$ cat src/include/cspo_defs.svh
// register offsets, field positions, reset values and widths of the status/option bank
`ifndef CSPO_DEFS_SVH
`define CSPO_DEFS_SVH
`define CSPO_STATUS_ADDR 5'h03
`define CSPO_ADDR01 5'h01
`define CSPO_CFG_ADDR 12'hfff
`define CSPO_PAGE_HI 7
`define CSPO_PAGE_LO 5
`define CSPO_TO_BIT 4
`define CSPO_PD_BIT 3
`define CSPO_Z_BIT 2
`define CSPO_DC_BIT 1
`define CSPO_C_BIT 0
`define CSPO_OPT_ADDR01 7
`define CSPO_OPT_RIRQ 6
`define CSPO_OPT_SRC 5
`define CSPO_OPT_EDGE 4
`define CSPO_OPT_PSA 3
`define CSPO_OPT_PS_HI 2
`define CSPO_OPT_RESET 8'hff
`define CSPO_STATUS_RESET 8'h18
`define CSPO_PAGE_RESET 3'h0
`define CSPO_FLAGS_RESET 3'h0
`define CSPO_PAGE_MAX 3'h3
`define CSPO_CFG_RESET 12'hfff
`define CSPO_CFG_XOPT_BIT 11
`define CSPO_CFG_CARRY_BIT 10
`endif

$ cat src/include/cspo_pkg.sv
// types shared by the status/option bank
package cspo_pkg;
    typedef enum logic [2:0] {
        cspo_op_none = 3'b000,
        cspo_op_add = 3'b001,
        cspo_op_sub = 3'b010,
        cspo_op_rr = 3'b011,
        cspo_op_rl = 3'b100,
        cspo_op_logic = 3'b101
    } cspo_alu_op_type;
endpackage

$ cat src/rtl/cspo_regs.sv
// status and option register bank with counter prescaler and config word store
`timescale 1ns/10ps
`include "cspo_defs.svh"

// Notes on behaviour
// - status at 03h is read/write, watchdog-timeout and power-down bits ignore writes
// - alu flags from the writing instruction override written flag bits
// - bits 7:5 select program page 0..7, each 200h words
// - timeout flag set at power-up, watchdog-clear, sleep; cleared on watchdog time-out
// - power-down flag set at power-up and watchdog-clear; cleared by sleep
// - zero flag is one when the arithmetic result is zero
// - digit carry is carry out of bit 3, or no-borrow on subtract
// - carry is carry out of bit 7, or no-borrow on subtract
// - rotate right loads carry with lsb, rotate left with msb
// - carry-input option cleared feeds carry flag into add and subtract
// - extended-option primary_config_word set makes option bits 7 and 6 read one and inert
// - option bit 7 maps address 01h to working register or counter
// - option bit 6 low enables counter rollover interrupt
// - counter counts instruction cycles or external pin transitions
// - external source counts rising edges when zero, falling when one
// - prescaler serves counter when assign bit zero, else watchdog with counter 1:1
// - ratio n divides counter by 2^(n+1), watchdog by 2^n
// - every reset sets all option bits to one
// - config words change only in programming mode; identity register is read-only
// - 12-bit config word lives at FFFh, bits 11 down to 0
module cspo_regs
    import cspo_pkg::*;
#(
    parameter int PC_LOW_W = 9,
    parameter logic [7:0] DEVICE_ID = 8'h5a  // arbitrary value
) (
    input wire logic mclk_i,
    input wire logic nrst_i,
    input wire logic ce_i,
    input wire logic por_i,
    input wire logic file_wr_i,
    input wire logic [4:0] file_addr_i,
    input wire logic [7:0] file_wdata_i,
    input wire logic opt_wr_i,
    input wire logic [7:0] opt_wdata_i,
    input wire logic [2:0] alu_op_i,
    input wire logic [7:0] alu_a_i,
    input wire logic [7:0] alu_b_i,
    input wire logic wdt_clear_i,
    input wire logic sleep_i,
    input wire logic wdt_timeout_i,
    input wire logic jump_i,
    input wire logic [PC_LOW_W-1:0] jump_low_i,
    input wire logic counter_pin_i,
    input wire logic prog_mode_i,
    input wire logic cfg_wr_i,
    input wire logic [11:0] cfg_addr_i,
    input wire logic [11:0] cfg_wdata_i,
    output logic [7:0] status_o,
    output logic [7:0] option_o,
    output logic [7:0] alu_result_o,
    output logic [7:0] free_running_counter_o,
    output logic addr01_is_counter_o,
    output logic rollover_irq_o,
    output logic wdt_tick_o,
    output logic [PC_LOW_W+2:0] jump_target_o,
    output logic [11:0] cfg_rdata_o,
    output logic [7:0] device_id_o
);

    // ------------------------------------------------------------
    // config word store
    // ------------------------------------------------------------
    logic [11:0] primary_config_word;
    logic extended_config_primary_config_word;
    logic carry_input_option;

    assign extended_config_primary_config_word = primary_config_word[`CSPO_CFG_XOPT_BIT];
    assign carry_input_option = primary_config_word[`CSPO_CFG_CARRY_BIT];

    // only programming mode may touch the word; normal run leaves it frozen
    always_ff @(posedge mclk_i or negedge nrst_i) begin
        if (!nrst_i) begin
            primary_config_word <= `CSPO_CFG_RESET;
        end else if (ce_i && prog_mode_i && cfg_wr_i && cfg_addr_i == `CSPO_CFG_ADDR) begin
            primary_config_word <= cfg_wdata_i;
        end
    end

    always_ff @(posedge mclk_i or negedge nrst_i) begin
        if (!nrst_i) begin
            cfg_rdata_o <= 12'h000;
            device_id_o <= 8'h00;
        end else if (ce_i) begin
            device_id_o <= DEVICE_ID;
            if (prog_mode_i && cfg_addr_i == `CSPO_CFG_ADDR) begin
                cfg_rdata_o <= primary_config_word;
            end else begin
                cfg_rdata_o <= 12'h000;
            end
        end
    end

    // ------------------------------------------------------------
    // alu flag computation
    // ------------------------------------------------------------
    logic [7:0] status;
    logic [7:0] alu_res;
    logic flag_c, flag_dc, flag_z, upd_c, upd_dc, upd_z, cin;
    logic [8:0] sum9;
    logic [4:0] sum5;

    always_comb begin
        // with the option cleared the stored carry joins the operation
        cin = carry_input_option ? 1'b0 : status[`CSPO_C_BIT];
        sum9 = 9'h000;
        sum5 = 5'h00;
        alu_res = alu_a_i;
        flag_c = status[`CSPO_C_BIT];
        flag_dc = status[`CSPO_DC_BIT];
        upd_c = 1'b0;
        upd_dc = 1'b0;
        upd_z = 1'b0;
        case (cspo_alu_op_type'(alu_op_i))
            cspo_op_add: begin
                sum9 = {1'b0, alu_a_i} + {1'b0, alu_b_i} + {8'h00, cin};
                sum5 = {1'b0, alu_a_i[3:0]} + {1'b0, alu_b_i[3:0]} + {4'h0, cin};
                alu_res = sum9[7:0];
                flag_c = sum9[8];
                flag_dc = sum5[4];
                {upd_c, upd_dc, upd_z} = 3'b111;
            end
            cspo_op_sub: begin
                // carry set means no borrow; with the option cleared an incoming clear carry acts as a borrow
                sum9 = {1'b0, alu_a_i} + {1'b0, ~alu_b_i}
                    + {8'h00, carry_input_option | status[`CSPO_C_BIT]};
                sum5 = {1'b0, alu_a_i[3:0]} + {1'b0, ~alu_b_i[3:0]}
                    + {4'h0, carry_input_option | status[`CSPO_C_BIT]};
                alu_res = sum9[7:0];
                flag_c = sum9[8];
                flag_dc = sum5[4];
                {upd_c, upd_dc, upd_z} = 3'b111;
            end
            cspo_op_rr: begin
                alu_res = {status[`CSPO_C_BIT], alu_a_i[7:1]};
                flag_c = alu_a_i[0];
                upd_c = 1'b1;
            end
            cspo_op_rl: begin
                alu_res = {alu_a_i[6:0], status[`CSPO_C_BIT]};
                flag_c = alu_a_i[7];
                upd_c = 1'b1;
            end
            cspo_op_logic: begin
                alu_res = alu_a_i & alu_b_i;
                upd_z = 1'b1;
            end
            default: begin
                alu_res = alu_a_i;
            end
        endcase
        flag_z = (alu_res == 8'h00);
    end

    always_ff @(posedge mclk_i or negedge nrst_i) begin
        if (!nrst_i) begin
            alu_result_o <= 8'h00;
        end else if (ce_i) begin
            alu_result_o <= alu_res;
        end
    end

    // ------------------------------------------------------------
    // status register
    // ------------------------------------------------------------
    logic status_wr;
    logic [2:0] page_sel;
    logic [2:0] arith_flags;
    logic watchdog_timeout_flag;
    logic power_down_flag;
    assign status_wr = file_wr_i && file_addr_i == `CSPO_STATUS_ADDR;
    // each part has its own process, so no bit of the status byte has two drivers
    assign status = {page_sel, watchdog_timeout_flag, power_down_flag, arith_flags};

    // page and arithmetic bits: written byte first, then the flags of the same
    // instruction land on top, so a full-byte write may not stick
    always_ff @(posedge mclk_i or negedge nrst_i) begin
        if (!nrst_i) begin
            page_sel <= `CSPO_PAGE_RESET;
            arith_flags <= `CSPO_FLAGS_RESET;
        end else if (ce_i) begin
            if (status_wr) begin
                page_sel <= file_wdata_i[`CSPO_PAGE_HI:`CSPO_PAGE_LO];
                arith_flags <= file_wdata_i[`CSPO_Z_BIT:`CSPO_C_BIT];
            end
            if (upd_z) arith_flags[`CSPO_Z_BIT] <= flag_z;
            if (upd_dc) arith_flags[`CSPO_DC_BIT] <= flag_dc;
            if (upd_c) arith_flags[`CSPO_C_BIT] <= flag_c;
        end
    end

    // reset state flags: software writes never reach them
    always_ff @(posedge mclk_i or negedge nrst_i) begin
        if (!nrst_i) begin
            watchdog_timeout_flag <= 1'b1;
            power_down_flag <= 1'b1;
        end else if (ce_i) begin
            if (por_i || wdt_clear_i || sleep_i) begin
                watchdog_timeout_flag <= 1'b1;
            end else if (wdt_timeout_i) begin
                watchdog_timeout_flag <= 1'b0;
            end
            if (por_i || wdt_clear_i) begin
                power_down_flag <= 1'b1;
            end else if (sleep_i) begin
                power_down_flag <= 1'b0;
            end
        end
    end

    always_ff @(posedge mclk_i or negedge nrst_i) begin
        if (!nrst_i) begin
            status_o <= `CSPO_STATUS_RESET;
        end else if (ce_i) begin
            status_o <= status;
        end
    end

    // ------------------------------------------------------------
    // page concatenation for jump and call
    // ------------------------------------------------------------
    // all three page bits go up; pages above 3 are left to the memory decode
    always_ff @(posedge mclk_i or negedge nrst_i) begin
        if (!nrst_i) begin
            jump_target_o <= '0;
        end else if (ce_i && jump_i) begin
            jump_target_o <= {status[`CSPO_PAGE_HI:`CSPO_PAGE_LO], jump_low_i};
        end
    end

    // ------------------------------------------------------------
    // option register
    // ------------------------------------------------------------
    logic [7:0] option;
    logic [7:0] option_eff;

    always_ff @(posedge mclk_i or negedge nrst_i) begin
        if (!nrst_i) begin
            option <= `CSPO_OPT_RESET;
        end else if (ce_i) begin
            if (por_i) begin
                option <= `CSPO_OPT_RESET;
            end else if (opt_wr_i) begin
                option <= opt_wdata_i;
            end
        end
    end

    always_comb begin
        option_eff = option;
        if (extended_config_primary_config_word) begin
            option_eff[`CSPO_OPT_ADDR01] = 1'b1;
            option_eff[`CSPO_OPT_RIRQ] = 1'b1;
        end
    end

    always_ff @(posedge mclk_i or negedge nrst_i) begin
        if (!nrst_i) begin
            option_o <= `CSPO_OPT_RESET;
            addr01_is_counter_o <= 1'b1;
        end else if (ce_i) begin
            option_o <= option_eff;
            addr01_is_counter_o <= option_eff[`CSPO_OPT_ADDR01];
        end
    end

    // ------------------------------------------------------------
    // counter source, prescaler and counter
    // ------------------------------------------------------------
    logic pin_meta, pin_sync, pin_prev;
    logic ext_edge, src_tick, cnt_tick;
    logic [7:0] prescale;
    logic [7:0] ps_mask;
    logic [7:0] counter;

    always_ff @(posedge mclk_i or negedge nrst_i) begin
        if (!nrst_i) begin
            pin_meta <= 1'b0;
            pin_sync <= 1'b0;
            pin_prev <= 1'b0;
        end else if (ce_i) begin
            pin_meta <= counter_pin_i;
            pin_sync <= pin_meta;
            pin_prev <= pin_sync;
        end
    end

    assign ext_edge = option[`CSPO_OPT_EDGE] ? (pin_prev && !pin_sync)
                                             : (!pin_prev && pin_sync);
    assign src_tick = option[`CSPO_OPT_SRC] ? ext_edge : 1'b1;

    // mask of 2^(n+1)-1 for the counter, 2^n-1 for the watchdog
    always_comb begin
        ps_mask = 8'h00;
        for (int i = 0; i < 8; i++) begin
            if (option[`CSPO_OPT_PSA]) begin
                ps_mask[i] = (i < int'(option[`CSPO_OPT_PS_HI:0]));
            end else begin
                ps_mask[i] = (i <= int'(option[`CSPO_OPT_PS_HI:0]));
            end
        end
    end

    always_comb begin
        if (option[`CSPO_OPT_PSA]) begin
            cnt_tick = src_tick;
        end else begin
            cnt_tick = src_tick && ((prescale & ps_mask) == ps_mask);
        end
    end

    // the prescaler counts counter source ticks, or every cycle for the watchdog
    always_ff @(posedge mclk_i or negedge nrst_i) begin
        if (!nrst_i) begin
            prescale <= 8'h00;
        end else if (ce_i) begin
            if (opt_wr_i || wdt_clear_i) begin
                prescale <= 8'h00;
            end else if (option[`CSPO_OPT_PSA] || src_tick) begin
                prescale <= prescale + 8'h01;
            end
        end
    end

    always_ff @(posedge mclk_i or negedge nrst_i) begin
        if (!nrst_i) begin
            counter <= 8'h00;
        end else if (ce_i) begin
            if (file_wr_i && file_addr_i == `CSPO_ADDR01 && option_eff[`CSPO_OPT_ADDR01]) begin
                counter <= file_wdata_i;
            end else if (cnt_tick) begin
                counter <= counter + 8'h01;
            end
        end
    end

    always_ff @(posedge mclk_i or negedge nrst_i) begin
        if (!nrst_i) begin
            free_running_counter_o <= 8'h00;
            rollover_irq_o <= 1'b0;
            wdt_tick_o <= 1'b0;
        end else if (ce_i) begin
            free_running_counter_o <= counter;
            rollover_irq_o <= cnt_tick && counter == 8'hff
                && !option_eff[`CSPO_OPT_RIRQ];
            wdt_tick_o <= option[`CSPO_OPT_PSA] ? ((prescale & ps_mask) == ps_mask) : 1'b1;
        end
    end

endmodule // cspo_regs

$ cat config.mk
export PLATFORM = sky130hd
export DESIGN_NAME = cspo_regs
export DESIGN_NICKNAME = d
export VERILOG_FILES = /design/src/include/cspo_pkg.sv /design/src/rtl/cspo_regs.sv
export VERILOG_INCLUDE_DIRS = /design/src /design/src/include
export SDC_FILE = /design/constraint.sdc
export NUM_CORES = 1
export LEC_CHECK = 0
export BUFFER_PORTS_ARGS = -buffer_cell sky130_fd_sc_hd__buf_2
export CAP_MARGIN = 15
export CORE_ASPECT_RATIO = 0.8
export CORE_UTILIZATION = 35
export CTS_CLUSTER_SIZE = 40
export DETAILED_ROUTE_END_ITERATION = 12
export GPL_TIMING_DRIVEN = 0
export HOLD_SLACK_MARGIN = 0.12
export PLACE_DENSITY = 0.6
export SYNTH_ARGS = -nofsm -noshare
export SYNTH_HDL_FRONTEND = slang
export SYNTH_SLANG_ARGS = --single-unit
$ cat constraint.sdc
create_clock -name mclk_i -period 7.4 [get_ports mclk_i]
set_clock_uncertainty 0.15 [all_clocks]
set_input_delay 0.74 -clock mclk_i [delete_from_list [all_inputs] [get_ports mclk_i]]
set_output_delay 0.74 -clock mclk_i [all_outputs]
set_load 0.005 [all_outputs]
# Word level (Yosys, flattened, before mapping)
# Cells that the tools add are included.
# W data, S select, Z words.
[word_totals]
regBits = 107
inputBits = 86
out_inout_bits = 67
wordCells = 140
[op_classes]
addsub = 10
magnitude_cmp = 14
eq_ne = 12
muxes = 35
bitwise = 5
reduce_logical = 41
[ops]
columns = ["cell", "count"]
rows = [
  ["$mux W8", 6],
  ["$pmux W8 S5", 1],
  ["$mux W1", 23],
  ["$add A8 B8 Y9", 2],
  ["$add A9 B1 Y9", 2],
  ["$add A8 B1 Y8 const B", 2],
  ["$and A8 B8 Y8", 2],
  ["$reduce_bool A2 Y1", 8],
  ["$reduce_and A2 Y1", 7],
  ["$logic_and A1 B1 Y1", 13],
  ["$eq A12 B12 Y1 const B", 1],
  ["$le A3 B3 Y1 const A", 4],
  ["$mux W12", 1],
  ["$add A4 B4 Y5", 2],
  ["$add A5 B1 Y5", 2],
  ["$lt A3 B3 Y1 const A", 3],
  ["$eq A8 B8 Y1", 1],
  ["$eq A8 B8 Y1 const B", 1],
  ["$logic_not A8 Y1", 1],
  ["$not A8 Y8", 1],
  ["$eq A3 B2 Y1 const B", 2],
  ["$eq A3 B3 Y1 const B", 2],
  ["$le A2 B3 Y1 const A", 2],
  ["$lt A1 B3 Y1 const A", 2],
  ["19 further kinds", 26],
]

# Depth between registers and ports, before layout
# Gate-level depths: netlist of run 1.
[logic_depth]
ltp_word = 8
mapped_depth = 11
depth_no_buf = 11

# Least setup slack after synthesis of run 1
# No wires, ideal clock.
[synth_path]
path_type = "input to register"
start = "input port alu_b_i[0]"
end = "register arith_flags[2]"
setup_time_ns = 0.104
t_arrival_ns = 2.713
required_time_ns = 7.146
path_slack_ns = 4.434
stages = 10
path_cell_list = "inv_1 fa_1 inv_1 fa_1 nor2b_1 o311ai_1 o211ai_1 a21boi_0 a21boi_0 o41ai_2"
[synth_via]
elab_chain_cells = 6
[synth_lines]
columns = ["element", "line", "source"]
rows = [
  ["from (decl)", "cspo_regs.sv:43", "input wire logic [7:0] alu_b_i,"],
  ["$not A8 Y8", "cspo_regs.sv:130", "sum9 = {1'b0, alu_a_i} + {1'b0, ~alu_b_i}"],
  ["$add A8 B8 Y9", "cspo_regs.sv:130", ""],
  ["$add A9 B1 Y9", "cspo_regs.sv:130", ""],
  ["$pmux W8 S5 (*)", "cspo_regs.sv:119", "case (cspo_alu_op_type'(alu_op_i))"],
  ["$logic_not A8 Y1 (*)", "cspo_regs.sv:157", "flag_z = (alu_res == 8'h00);"],
  ["$mux W1 (*)", "cspo_regs.sv:191", "if (upd_z) arith_flags[`CSPO_Z_BIT] <= flag_z;"],
  ["to (signal, indexed assignment)", "cspo_regs.sv:191", ""],
  ["to (signal, indexed assignment)", "cspo_regs.sv:192", "if (upd_dc) arith_flags[`CSPO_DC_BIT] <= flag_dc;"],
  ["to (signal, indexed assignment)", "cspo_regs.sv:193", "if (upd_c) arith_flags[`CSPO_C_BIT] <= flag_c;"],
  ["to (decl)", "cspo_regs.sv:173", "logic [2:0] arith_flags;"],
]
# Every way passes the cells marked *; elsewhere a longest branch is shown, timed or not.
# A chain may end at the register's enable or synchronous reset.

# Worst setup path after layout of run 1
[layout_path]
start = "register primary_config_word[10]"
end = "register arith_flags[0]"
[layout_via]
elab_chain_cells = 4
[layout_lines]
columns = ["element", "line", "source"]
rows = [
  ["from (decl)", "cspo_regs.sv:69", "logic [11:0] primary_config_word;"],
  ["from (signal assigned)", "cspo_regs.sv:79", "primary_config_word <= `CSPO_CFG_RESET;"],
  ["from (signal assigned)", "cspo_regs.sv:81", "primary_config_word <= cfg_wdata_i;"],
  ["$or A1 B1 Y1 / $mux W1 (equally long branches)", "cspo_regs.sv:131, cspo_regs.sv:110", ""],
  ["$add A9 B1 Y9 (on tied branches)", "cspo_regs.sv:130, cspo_regs.sv:121", ""],
  ["$pmux W1 S4 (*)", "cspo_regs.sv:119", ""],
  ["$mux W1 (*)", "cspo_regs.sv:193", ""],
]
# Marked as above.

==> results.md, run 1 <==
Die:
- The count of pins on the block boundary is 153.
- Once the floorplan was initialized, standard cells occupied 36.5% of the core.
- The die is 118 microns tall.
- The die outline area is 0.0173 sq mm.
- The placeable core region is 0.0161 sq mm.
- The number of placement rows is 41.
- The floorplan step set the die width to 147 microns.

Clock network:
- The number of buffers added by the clock tree synthesis step is 9.
- Buffers inserted to repair hold after CTS numbered 0.
- After clock tree synthesis, the clock-pin slew on the worst setup and hold paths is 0.07 ns.
- The tree is rooted in a sky130_fd_sc_hd__clkbuf_16.
- Buffers added to address setup during post-CTS repair amount to 0.
- The worst-skew pair later-pin latency is 0.35 ns.
- TritonCTS built the clock tree.
- The clock passes through at most 2 buffers.
- The clock tree synthesis step divided the H-tree into 3 levels.
- The number of sinks handled by clock tree synthesis is 106.
- In this run, post-CTS repair resized a total of 0 instances.

Timing:
- The number of max-slew violations in the final report is 0.
- Setup violations remaining at the end of the flow were counted as 0.
- The period utilization is 44.8%.
- The number of hold-slack violations in the final timing report is 0.
- For the pin with the worst max-slew slack, the measured transition is 0.856 ns.
- Measured against its own limit, the worst slew margin works out to 42.2%.
- The post-route minimum period is 3.32 ns.
- For this run, the top clock speed supported by timing is 301 MHz.
- Setup repair after global routing left no endpoint under its margin.
- In the final timing run, aggregate negative setup slack is 0 ns.

Yosys:
- Summing the areas of all and, or, nand and nor instances in the mapped netlist gives 12.1% of the synthesized area.
- Yosys mapped a number of flops with a built-in enable equal to 0.
- The biggest area contributor in the post-synthesis netlist is sky130_fd_sc_hd__dfrtp_1.
- Sequential elements use 45.8% of the synthesized area.
- The cell count after synthesis is 578.
- The adder-cell area share of the yosys netlist is 4.98%.
- The number of different library cells used by synthesis comes to 74.
- sky130_fd_sc_hd__dfrtp_1 is the most common cell in the netlist.
- The mux cell area share after synthesis is 11.6%.
- Yosys attributes the largest share of cell area to sky130_fd_sc_hd__dfrtp_1 (31%), sky130_fd_sc_hd__dfstp_2 (14%), sky130_fd_sc_hd__mux2_2 (11%), sky130_fd_sc_hd__ha_1 (3.6%), sky130_fd_sc_hd__nand2_1 (3.3%).
- Yosys printed 0 warnings.
- Counting flops with an async set or reset pin after synthesis yields a share of 100%.
- Sorting the synthesized cells by how often they occur yields sky130_fd_sc_hd__dfrtp_1 (74), sky130_fd_sc_hd__mux2_2 (57), sky130_fd_sc_hd__nand2_1 (51), sky130_fd_sc_hd__nor2_1 (44), sky130_fd_sc_hd__inv_1 (36).
- The share of the synthesized area in the top cell type is 31.5%.
- The most used flip-flop cell after synthesis is sky130_fd_sc_hd__dfrtp_1.
- A synthesized cell averages 10.2 sq um.
- The synthesized netlist devotes 18.7% of its cell area to compound gates.
- The xor/xnor cell area share of the yosys netlist is 1.19%.
- In this run, synthesis produced a sequential element count of 106.
- After synthesis, the largest family of logic cells by area is compound AO/OA/AOI/OAI gates.
- In this run the cell area of the synthesized design comes to 0.00588 sq mm.

Power:
- The worst-case IR drop observed on VDD is 0.132 mV.
- For this design the static power due to leakage is 0.00334 uW.
- Dividing total power by cell area gives a power density of 219 mW/mm^2.

Run:
- The max-capacitance violation count is 0.

Final layout:
- The net total in the final layout is 847.
- 0 antenna diodes ended up in the layout.
- The non-filler instance count after layout is 960.
- The fraction of final layout cells sized beyond drive strength 1 is 37.9%.
- The layout filler cell count is 1614.
- Compared with the post-synthesis result, the final layout area differs by 22.7%.

Global route:
- The initial antenna violation count is 1.
- The total global-route track usage is 19.7%.
- The first global-routing pass estimated 26.9 mm of wire.
- The maximum number of pins on one net before global-route repair is 58.
- The number of global-route vias before repair is 4984.
- For this run the aggregate overflow at the end of global routing stands at 0.

Drt:
- The total number of vias is 5010.
- Dividing the detail-routed wire length by the instance count gives 17.0 microns.
- For this block, the routed nets add up to 16.3 mm of wire.
- The DRC violation count after routing is 0.
- The remaining antenna violation count after routing is 0.
- The first routing iteration left 380 violations.
- The pre-antenna-repair detailed-routing pass consisted of 5 iterations.
- Dividing the detail-routed via count by the number of cells gives 5.22.

Placed design:
- The wire-length estimate of the detail-placed layout is 12.6 mm.
- During placement, the flow inserted port buffers numbering 147.
- The congestion estimate from routability-driven global placement came to 0.855.
- The number of cells in the design after placement is 944.

Critical path:
- The required time of the critical path is 7.49 ns.
- For this design, the slowest cell found on the critical path is sky130_fd_sc_hd__dfstp_2.
- The signal on the critical path passes through nand2b_1 -> fa_1 -> inv_1 -> fa_1 -> nor2b_1 -> o31ai_1 -> o31a_1 -> o21bai_1 -> a211oi_1 -> o32ai_1 -> a32o_1.
- The critical path launch point type is a register.
- At the worst endpoint, the arrival time is 3.41 ns.
- The family with the most delay on the worst path is compound AO/OA/AOI/OAI gates.
- The most frequent cell on the critical path is sky130_fd_sc_hd__fa_1.
- Together, buffers and inverters on the worst path number 1.
- Along the worst path, the maximum fanout reaches 4.
- STA classifies the critical path endpoint as a register.
- The largest single stage delay on the critical path is 0.56 ns.
- The class of the most critical setup path is reg -> reg.

Min path:
- The path type of the worst min-delay path is in -> async.

Status:
- The run finished with clean final reports.
## metrics by stage
step                setup slack (ns)  util [%]  hold slack [ns]  area [sq um]  total power, uW
global placement                3.85      42.8            0.297          6900             1110
detailed placement              3.82      43.0            0.297          6930             1130
global route                    3.88      44.8            0.318          7220             1680
floorplan                       4.43         -            0.282          5890              954
finish                          4.08      44.8            0.275          7220             1580
CTS                             4.15      44.8            0.287          7220             1600
## registers in the layout, summed over array words and instances (netlist names), 3 cells and up
name                    count
alu_result_o                8
arith_flags                 3
jump_target_o              12
page_sel                    3
option_o                    8
primary_config_word        12
option                      8
free_running_counter_o      8
prescale                    8
counter                     8
status_o                    8
cfg_rdata_o                12
## cells by family (layout without fill, tap and decap cells)
family | after synthesis | count (layout)
XOR/XNOR | 8 | 8
other | 1 | 4
multiplexers | 61 | 61
adder cells (fa/ha/maj) | 21 | 21
flip-flops | 106 | 106
AO/OA/AOI/OAI | 155 | 155
AND/OR/NAND/NOR | 152 | 152
buffers and inverters | 74 | 238
## cell type report
| type | instances | area, sq um | area share (%) |
|---|---|---|---|
| inverter | 37 | 139 | 1.92 |
| buffer | 37 | 184 | 2.55 |
| clock buffer | 11 | 253 | 3.50 |
| sequential | 106 | 2690 | 37.3 |
| clock inverter | 5 | 37.5 | 0.520 |
| multi-input combinational | 401 | 2880 | 39.9 |
| tap | 215 | 269 | 3.73 |
| timing repair buffer | 148 | 766 | 10.6 |
## final timing paths
check,to,slack (ns),startpoint,cells after the start
worst max-delay path,arith_flags[0],4.08,primary_config_word[10],11
worst min-delay path,prescale[6],0.27,nrst_i,1
worst max register to register,arith_flags[0],4.08,primary_config_word[10],11
worst min register to register,power_down_flag,0.31,power_down_flag,2
max in group asynchronous,option[5],6.08,nrst_i,2
min in group mclk_i,power_down_flag,0.31,power_down_flag,2
## layout by cell type, fill, tap and decap left out, drive strengths merged, types with 28 or more instances in the layout
master,count
mux2,58
inv,38
nand2,51
a21oi,32
dfstp,32
buf,168
clkbuf,28
nor2,44
o21ai,35
dfrtp,74
## where the power goes
part           internal, uW  leakage [uW]  switching, uW
Clock                   248      0.000138            217
Combinational           180       0.00193            198
Sequential              672       0.00128           67.5
## layer usage
metal / GRT usage [%] / vias to the layer above / share of wire (%)
met5: 0 / - / 0.061
met4: 3.09 / 2 / 0.73
met3: 5.78 / 11 / 6.0
met2: 30.2 / 149 / 44
met1: 27.8 / 2470 / 49
li1: - / 2378 / -
Power figures use the tool's default switching activity.
==> run 2: changes to the inputs <==
--- a/config.mk
+++ b/config.mk
@@ -6,6 +6,7 @@
 export SDC_FILE = /design/constraint.sdc
 export NUM_CORES = 1
 export LEC_CHECK = 0
+export ABC_AREA = 1
 export BUFFER_PORTS_ARGS = -buffer_cell sky130_fd_sc_hd__buf_2
 export CAP_MARGIN = 15
 export CORE_ASPECT_RATIO = 0.8
@@ -14,7 +15,7 @@
 export DETAILED_ROUTE_END_ITERATION = 12
 export GPL_TIMING_DRIVEN = 0
 export HOLD_SLACK_MARGIN = 0.12
-export PLACE_DENSITY = 0.6
+export PLACE_DENSITY = 0.62
 export SYNTH_ARGS = -nofsm -noshare
 export SYNTH_HDL_FRONTEND = slang
 export SYNTH_SLANG_ARGS = --single-unit
==> constraint.sdc (replaced) <==
create_clock -name mclk_i -period 2.7 [get_ports mclk_i]
set_clock_uncertainty 0.15 [all_clocks]
set_input_delay 0.27 -clock mclk_i [delete_from_list [all_inputs] [get_ports mclk_i]]
set_output_delay 0.27 -clock mclk_i [all_outputs]
set_load 0.005 [all_outputs]
==> results.md, run 2 <==
Yosys:
- Yosys printed 0 warnings.
- Counting flops and latches in the post-synthesis netlist gives 106.
- The average cell area after synthesis is 8.40 sq um.
- Yosys instantiated no cell more often than sky130_fd_sc_hd__nand2_1.
- The number of enable flip-flop cells after synthesis is 0.
- sky130_fd_sc_hd__dfrtp_1 takes more of the synthesized area than any other cell.
- The number of distinct standard cells referenced by the synthesized netlist is 50.
- The cell count after synthesis is 705.
- The post-synthesis instance area is 0.00592 sq mm.
- The commonest cells after synthesis are sky130_fd_sc_hd__nand2_1 (172), sky130_fd_sc_hd__dfrtp_1 (74), sky130_fd_sc_hd__inv_1 (74), sky130_fd_sc_hd__nand3_1 (60), sky130_fd_sc_hd__o21ai_0 (56).
- The primary flip-flop cell chosen by synthesis mapping is sky130_fd_sc_hd__dfrtp_1.
- Sorting the synthesized cells by area gives the leading types as sky130_fd_sc_hd__dfrtp_1 (31%), sky130_fd_sc_hd__dfstp_2 (14%), sky130_fd_sc_hd__nand2_1 (11%), sky130_fd_sc_hd__nand3_1 (5.1%), sky130_fd_sc_hd__o21ai_0 (4.7%).
- Of all flip-flops after synthesis, the portion carrying an async set or reset was 100%.
- The share of synthesized area in the top cell type comes to 31.3%.
- Of the synthesized area, sequential elements account for 45.5%.

Clock network:
- The worst-skew pair later-pin latency is 0.34 ns.
- The H-tree was split into 3 levels.
- The CTS tree is done.
- Clock-pin slew was measured on the worst setup and hold paths at 0.07 ns.
- TritonCTS created 9 clock buffers.
- Counting along the longest clock path gives a buffer depth of 2.
- The clock root buffer master is sky130_fd_sc_hd__clkbuf_16.
- The number of sinks handled by clock tree synthesis is 106.

Power:
- The switching power of the nets is 1340 uW.
- The clock network fraction of design power is 31.3%.
- In this run the static leakage power is 0.00391 uW.
- The maximum vdd ir drop is 0.395 mV.
- The share of power burned in combinational logic is 24.2%.
- The part of the power in registers is 44.6%.
- The cell internal power dissipation is 3150 uW.
- The proportion of total power due to net switching is 29.9%.
- In this run the power density over the cells is 581 mW/mm^2.
- The overall power consumption is 4500 uW.

Timing:
- The number of max-slew violations in the final report came to 0.
- In this run the tightest slew margin relative to its limit is 47.7%.
- Subtracting the final worst setup slack from the clock period gives 2.66 ns.
- The fmax is 377 MHz.
- The final hold slack is 0.156 ns.
- The number of setup violations in the final report is 0.
- Setup repair after global routing could not meet its margin everywhere.
- The number of hold-slack violations in the final timing report is 0.
- The worst setup slack after layout is 0.0443 ns.
- In the finished design, the share of the clock period the worst path needs comes to 98.4%.
- For the pin with the worst max-slew slack, the measured transition is 0.784 ns.

Die:
- The initial utilization of the core area, before any placement, comes to 35.8%.
- 153 I/O pins were placed.
- The number of placement rows is 42.
- The placeable core region is 0.0166 sq mm.
- The die outline area is 0.0174 sq mm.
- The die span in y is 118 microns.
- In this run the horizontal extent of the chip is 147 microns.

Drt:
- The routed length on met1 is 7.93 mm.
- For this block, the initial DRC count from the detailed router was 374.
- The routed design has 16.2 mm of wire.
- The met2 routed wirelength is 6.83 mm.
- Using the TritonRoute via totals, the vias-per-cell ratio works out to 4.80.
- The DRC violation count after routing is 0.
- The detailed-router iteration count before antenna repair is 5.
- The total number of vias is 5433.
- The routed wirelength normalized by instance count is 14.3 microns.
- In this run the remaining antenna-violating nets after routing total 0.
- The detailed route wirelength on metal3 is 1.19 mm.
- The highest layer touched by signal routing is met4.

Final layout:
- The layout-stage area growth over the synthesis result is 30.8%.
- The area taken by multi-input logic gates is 0.00279 sq mm.
- The number of diodes added for antenna fixing is 0.
- The most common cell after layout, fill and taps aside is sky130_fd_sc_hd__nand2_1.
- The largest registers in the layout are cfg_rdata_o (12), jump_target_o (12), primary_config_word (12).
- Measured on the finished design, the core utilization comes to 46.8%.
- In the layout the commonest cells are sky130_fd_sc_hd__nand2_1 (169), sky130_fd_sc_hd__buf_2 (149), sky130_fd_sc_hd__dfrtp_1 (73), sky130_fd_sc_hd__inv_1 (71), sky130_fd_sc_hd__nand3_1 (58).
- After filler insertion, the fill cell instance count of the layout stands at 1629.
- The area taken by flip-flops and latches is 0.00269 sq mm.
- The post-route netlist has 30.8% of its cells at a drive strength greater than 1.
- The net total in the final layout is 1014.

Placed design:
- The congestion estimate from routability-driven global placement came to 0.851.
- The HPWL after detailed placement is 12.2 mm.
- During placement, the flow inserted port buffers numbering 145.
- The setup slack at placement is -0.159 ns.

Global route:
- The number of global-route vias before repair is 5099.
- The maximum number of pins on one net before global-route repair is 60.
- Across every metal layer, demand over resource in global routing totals 19.1%.
- The first-pass GRT wire length is 26.3 mm.
- The initial antenna violation count is 0.
- For this run the aggregate overflow at the end of global routing stands at 0.

Critical path:
- STA classifies the critical path endpoint as a register.
- The worst register-to-register path has a setup slack of 0.04 ns.
- For the worst setup path, the data required time is 2.79 ns.
- The critical path launch point type is a register.
- Of all nets on the critical path, the largest fanout is 3.
- The class of the most critical setup path is reg -> reg.
- The arrival time of the worst setup path is 2.75 ns.

Run:
- Across the run, the number of max-cap violations was 0.

Min path:
- The path class of the tightest hold or removal check is in -> reg.

Status:
- The run finished with clean final reports.
[run 2: power by group through the flow]
stage	Combinational (uW)	Clock, uW	Sequential, uW
6_report	1090	1410	2000
5_1_grt	1240	1500	2040
4_1_cts	1070	1440	2000
3_5_place_dp	1000	0	2030
3_3_place_gp	980	0	2030
2_1_floorplan	591	0	2010
[run 2: what timing repair did]
| item | in CTS | in global routing |
|---|---|---|
| setup buffers | 3 | 1 |
| setup endpoints to repair | 3 | 3 |
| hold endpoints to repair | 82 | 0 |
| pin swaps | 1 | 6 |
| gates resized for setup | 5 | 15 |
| hold buffers | 38 | 0 |
[run 2: critical path, cell delays in order, from the launching register on]
cell	delay, ns
sky130_fd_sc_hd__dfrtp_2	0.45
sky130_fd_sc_hd__or2_2	0.30
sky130_fd_sc_hd__fa_2	0.38
sky130_fd_sc_hd__inv_2	0.07
sky130_fd_sc_hd__fa_2	0.41
sky130_fd_sc_hd__or2_2	0.30
sky130_fd_sc_hd__nand3_1	0.10
sky130_fd_sc_hd__nor2_2	0.06
sky130_fd_sc_hd__nand2_2	0.08
sky130_fd_sc_hd__nor2_4	0.04
sky130_fd_sc_hd__nand3_2	0.07
sky130_fd_sc_hd__nor2_2	0.04
sky130_fd_sc_hd__nand3_2	0.06
sky130_fd_sc_hd__a21oi_2	0.05
[run 2: per-stage QoR]
step / area [sq um] / instances / setup TNS [ns]
final: 7740 / 1132 / 0
after global routing: 7740 / 1132 / -0.161
after CTS: 7700 / 1131 / 0
after detailed placement: 6960 / 1074 / -0.262
after global placement: 6930 / 1073 / -1.97
after floorplan: 5930 / 708 / 0
[run 2: final timing paths]
path,startpoint,endpoint,cells past startpoint
max,arith_flags[0],arith_flags[2],13
min,file_wdata_i[4],counter[4],5
max reg2reg,arith_flags[0],arith_flags[2],13
min reg2reg,status_o[3],status_o[3],2
max in group asynchronous,nrst_i,primary_config_word[0],3
min in group asynchronous,nrst_i,prescale[2],2
[run 2: cell type report]
cell class / count / area share [%]
buffer: 30 / 2.25
clock buffer: 12 / 3.18
clock inverter: 4 / 0.970
inverter: 82 / 4.04
multi-input combinational: 490 / 36.1
sequential: 106 / 34.8
tap: 220 / 3.56
timing repair buffer: 188 / 15.1
[run 2: cells by family after synthesis]
logic type	share of synthesized area [%]
buffers and inverters	8.22
other	0.0634
DFF	45.5
muxes	4.38
xor gates and xnor gates	0.888
adders and majority gates	4.95
and+or+nand+nor	25.0
AOI/OAI and AO/OA	11.0
[run 2: routing by layer]
metal	up-vias	track usage [%]
met1	2521	28.2
met4	0	3.54
met3	16	5.37
li1	2725	-
met2	171	28.0
met5	-	0
==> run 3: changes to the inputs <==
--- a/config.mk
+++ b/config.mk
@@ -16,6 +16,7 @@
 export GPL_TIMING_DRIVEN = 0
 export HOLD_SLACK_MARGIN = 0.12
 export PLACE_DENSITY = 0.62
+export REMOVE_ABC_BUFFERS = 1
 export SYNTH_ARGS = -nofsm -noshare
 export SYNTH_HDL_FRONTEND = slang
 export SYNTH_SLANG_ARGS = --single-unit
==> results.md, run 3 (synthesized netlist as in run 2, its figures left out) <==
Status:
- The flow ran to the end, and the final reports show no timing, DRC or antenna violations.

Timing:
- The number of max-slew violations in the final report is 0.
- Based on the critical path, the design can be clocked at up to 384 MHz.
- The period utilization is 96.4%.
- The post-route minimum period is 2.60 ns.
- Setup repair after global routing could not meet its margin everywhere.
- Setup violations remaining at the end of the flow were counted as 0.
- Once routing completed, OpenROAD measured the worst setup slack at 0.0983 ns.
- For the pin with the worst max-slew slack, the measured transition is 0.983 ns.
- Summed over all failing endpoints, the final setup total negative slack is 0 ns.
- Headroom to the max-slew limit came out at 34.3%.
- The number of hold-slack violations in the final timing report is 0.

Die:
- 153 I/O pins were placed.
- The die covers 0.0174 sq mm.
- Measured along the y axis, the die boundary spans 118 microns.
- The die span in x is 147 microns.
- The initial core utilization is 35.8%.
- Row generation in the floorplan step produced 42 rows.
- The total area inside the core boundary comes to 0.0166 sq mm.

Global route:
- The initial antenna violation count is 1.
- The first-pass GRT wire length is 24.9 mm.
- The number of global-route vias before repair is 4893.
- The maximum number of pins on one net before global-route repair is 62.
- Summed over all layers, the global routing overflow is 0.
- Global routing used 18.0% of the available tracks across all layers.

Drt:
- The DRC violation count after routing is 0.
- In the final routed layout, each cell accounts on average for 13.7 microns.
- The number of vias per cell is 4.82.
- The number of DRC violations after detailed-routing iteration 0 is 341.
- The remaining antenna violation count after routing is 0.
- For this block, the routed nets add up to 15.2 mm of wire.
- The routed layout has 5357 vias.
- The detailed-router iteration count before antenna repair is 5.

Final layout:
- Leaving out fill and tap cells, the most frequent cell in the layout is sky130_fd_sc_hd__nand2_1.
- The fraction of final layout cells sized beyond drive strength 1 is 30.9%.
- In the layout the commonest cells are sky130_fd_sc_hd__nand2_1 (169), sky130_fd_sc_hd__buf_2 (147), sky130_fd_sc_hd__dfrtp_1 (73), sky130_fd_sc_hd__inv_1 (71), sky130_fd_sc_hd__nand3_1 (57).
- The largest registers in the layout are cfg_rdata_o (12), jump_target_o (12), primary_config_word (12).
- The filler cells instantiated in the layout total 1657.
- The layout-stage area growth over the synthesis result is 28.7%.
- The net total in the final layout is 992.

Clock network:
- The number of buffers added by the clock tree synthesis step is 9.
- The clock reaches the later pin of the worst-skew pair after 0.34 ns.
- Counting along the longest clock path gives a buffer depth of 2.
- The clock-pin slew of the registers on the worst-case setup and hold paths is 0.07 ns.
- The clock net in this run drives a total of 106 sinks.
- The clock root buffer master is sky130_fd_sc_hd__clkbuf_16.
- The H-tree depth is 3.
- TritonCTS built the clock tree.

Critical path:
- By startpoint and endpoint, the worst setup path is classified as reg -> reg.
- The type of element capturing the critical path is a register.
- Data on the critical path arrives at its endpoint at 2.67 ns.
- The end of the worst register-to-register path is arith_flags[0].
- STA puts the critical path data required time at 2.77 ns.
- STA classifies the critical path startpoint as a register.
- The worst register-to-register path begins at arith_flags[0].
- The highest fanout seen on the critical path is 3.
- The worst register-to-register path has a setup slack of 0.1 ns.
- Counting cells, the worst reg-to-reg path comes to 15.

Min path:
- The worst hold path begins at file_wdata_i[4].
- The number of cells on the worst hold path is 5.
- The path type of the worst min-delay path is in -> reg.
- The endpoint of the worst hold path is counter[4].

Power:
- The worst-case IR drop observed on VDD is 0.378 mV.
- For this design the ratio of total power to cell area is 576 mW/mm^2.
- The leakage power is 0.00385 uW.
- The overall power consumption is 4390 uW.

Run:
- The max-capacitance violation count is 0.

Placed design:
- The estimated wirelength of the detail-placed design is 10.9 mm.
- In this run the tool buffered the top-level ports with 148 buffer cells.
- At the end of routability-driven placement, the weighted congestion stood at 0.836.
- Timing analysis after detailed placement gives a worst setup slack of -0.661 ns.
-- run 3: repair_timing --
item / 4_1_cts / 5_1_grt
pin swaps: 2 / 7
buffers inserted: 5 / 2
endpoints found under the hold margin: 72 / 0
hold buffers: 39 / 0
gates resized for setup: 9 / 12
endpoints found under the setup margin: 17 / 15
-- run 3: stage by stage --
step / util (%) / instances / instance area, sq um / hold slack, ns
finish: 46.0 / 1111 / 7620 / 0.143
global route: 46.0 / 1110 / 7620 / 0.165
CTS: 45.7 / 1108 / 7570 / 0.132
detailed placement: 41.2 / 1048 / 6820 / 0.176
global placement: 40.9 / 1046 / 6770 / 0.300
floorplan: - / 678 / 5760 / -0.176
-- run 3: critical path: stages (launching register included) --
cell                      delay (ns)
sky130_fd_sc_hd__dfrtp_2        0.43
sky130_fd_sc_hd__or2_2          0.29
sky130_fd_sc_hd__fa_2           0.36
sky130_fd_sc_hd__inv_2          0.07
sky130_fd_sc_hd__fa_2           0.20
sky130_fd_sc_hd__inv_1          0.06
sky130_fd_sc_hd__nand3_2        0.08
sky130_fd_sc_hd__nand2_2        0.09
sky130_fd_sc_hd__a21oi_2        0.19
sky130_fd_sc_hd__nor2_1         0.08
sky130_fd_sc_hd__nor2_1         0.09
sky130_fd_sc_hd__nor2_1         0.06
sky130_fd_sc_hd__o21ai_1        0.12
sky130_fd_sc_hd__o21ai_1        0.09
sky130_fd_sc_hd__nand3_1        0.07
sky130_fd_sc_hd__o21ai_0        0.07
-- run 3: worst max path at each step --
stage	endpoint	from	cells past startpoint	slack, ns
3_5_place_dp	primary_config_word[5]	ce_i	5	-0.66
2_1_floorplan	arith_flags[2]	arith_flags[0]	13	0.20
4_1_cts	arith_flags[2]	primary_config_word[10]	15	0.01
3_3_place_gp	option[4]	ce_i	5	-1.13
5_1_grt	arith_flags[2]	primary_config_word[10]	16	-0.07
6_report	arith_flags[0]	arith_flags[0]	15	0.1
-- run 3: report_power, final --
group | total [uW] | internal, uW | leakage, uW | switching [uW]
logic | 1080 | 472 | 0.00242 | 606
registers | 1990 | 1840 | 0.00128 | 155
clock network | 1310 | 748 | 0.000143 | 567
-- run 3: layer usage --
metal / wire, microns / share of wire, % / GRT usage, % / vias up
li1: - / - / - / 2675
met1: 7480 / 49 / 26.1 / 2520
met2: 6630 / 44 / 26.4 / 148
met3: 891 / 5.9 / 4.83 / 14
met4: 170 / 1.1 / 4.57 / 0
met5: 0 / 0 / 0 / -
-- run 3: final cells by class --
| cell class | count | area (sq um) | area share (%) |
|---|---|---|---|
| multi-input cells | 490 | 2800 | 36.8 |
| inverters | 82 | 313 | 4.11 |
| clock buffers | 12 | 246 | 3.24 |
| repair buffers | 196 | 1230 | 16.2 |
| clock inverters | 4 | 51.3 | 0.673 |
| flip-flops and latches | 106 | 2690 | 35.4 |
| well taps | 220 | 275 | 3.61 |
| diodes | 1 | 2.50 | 0.0328 |
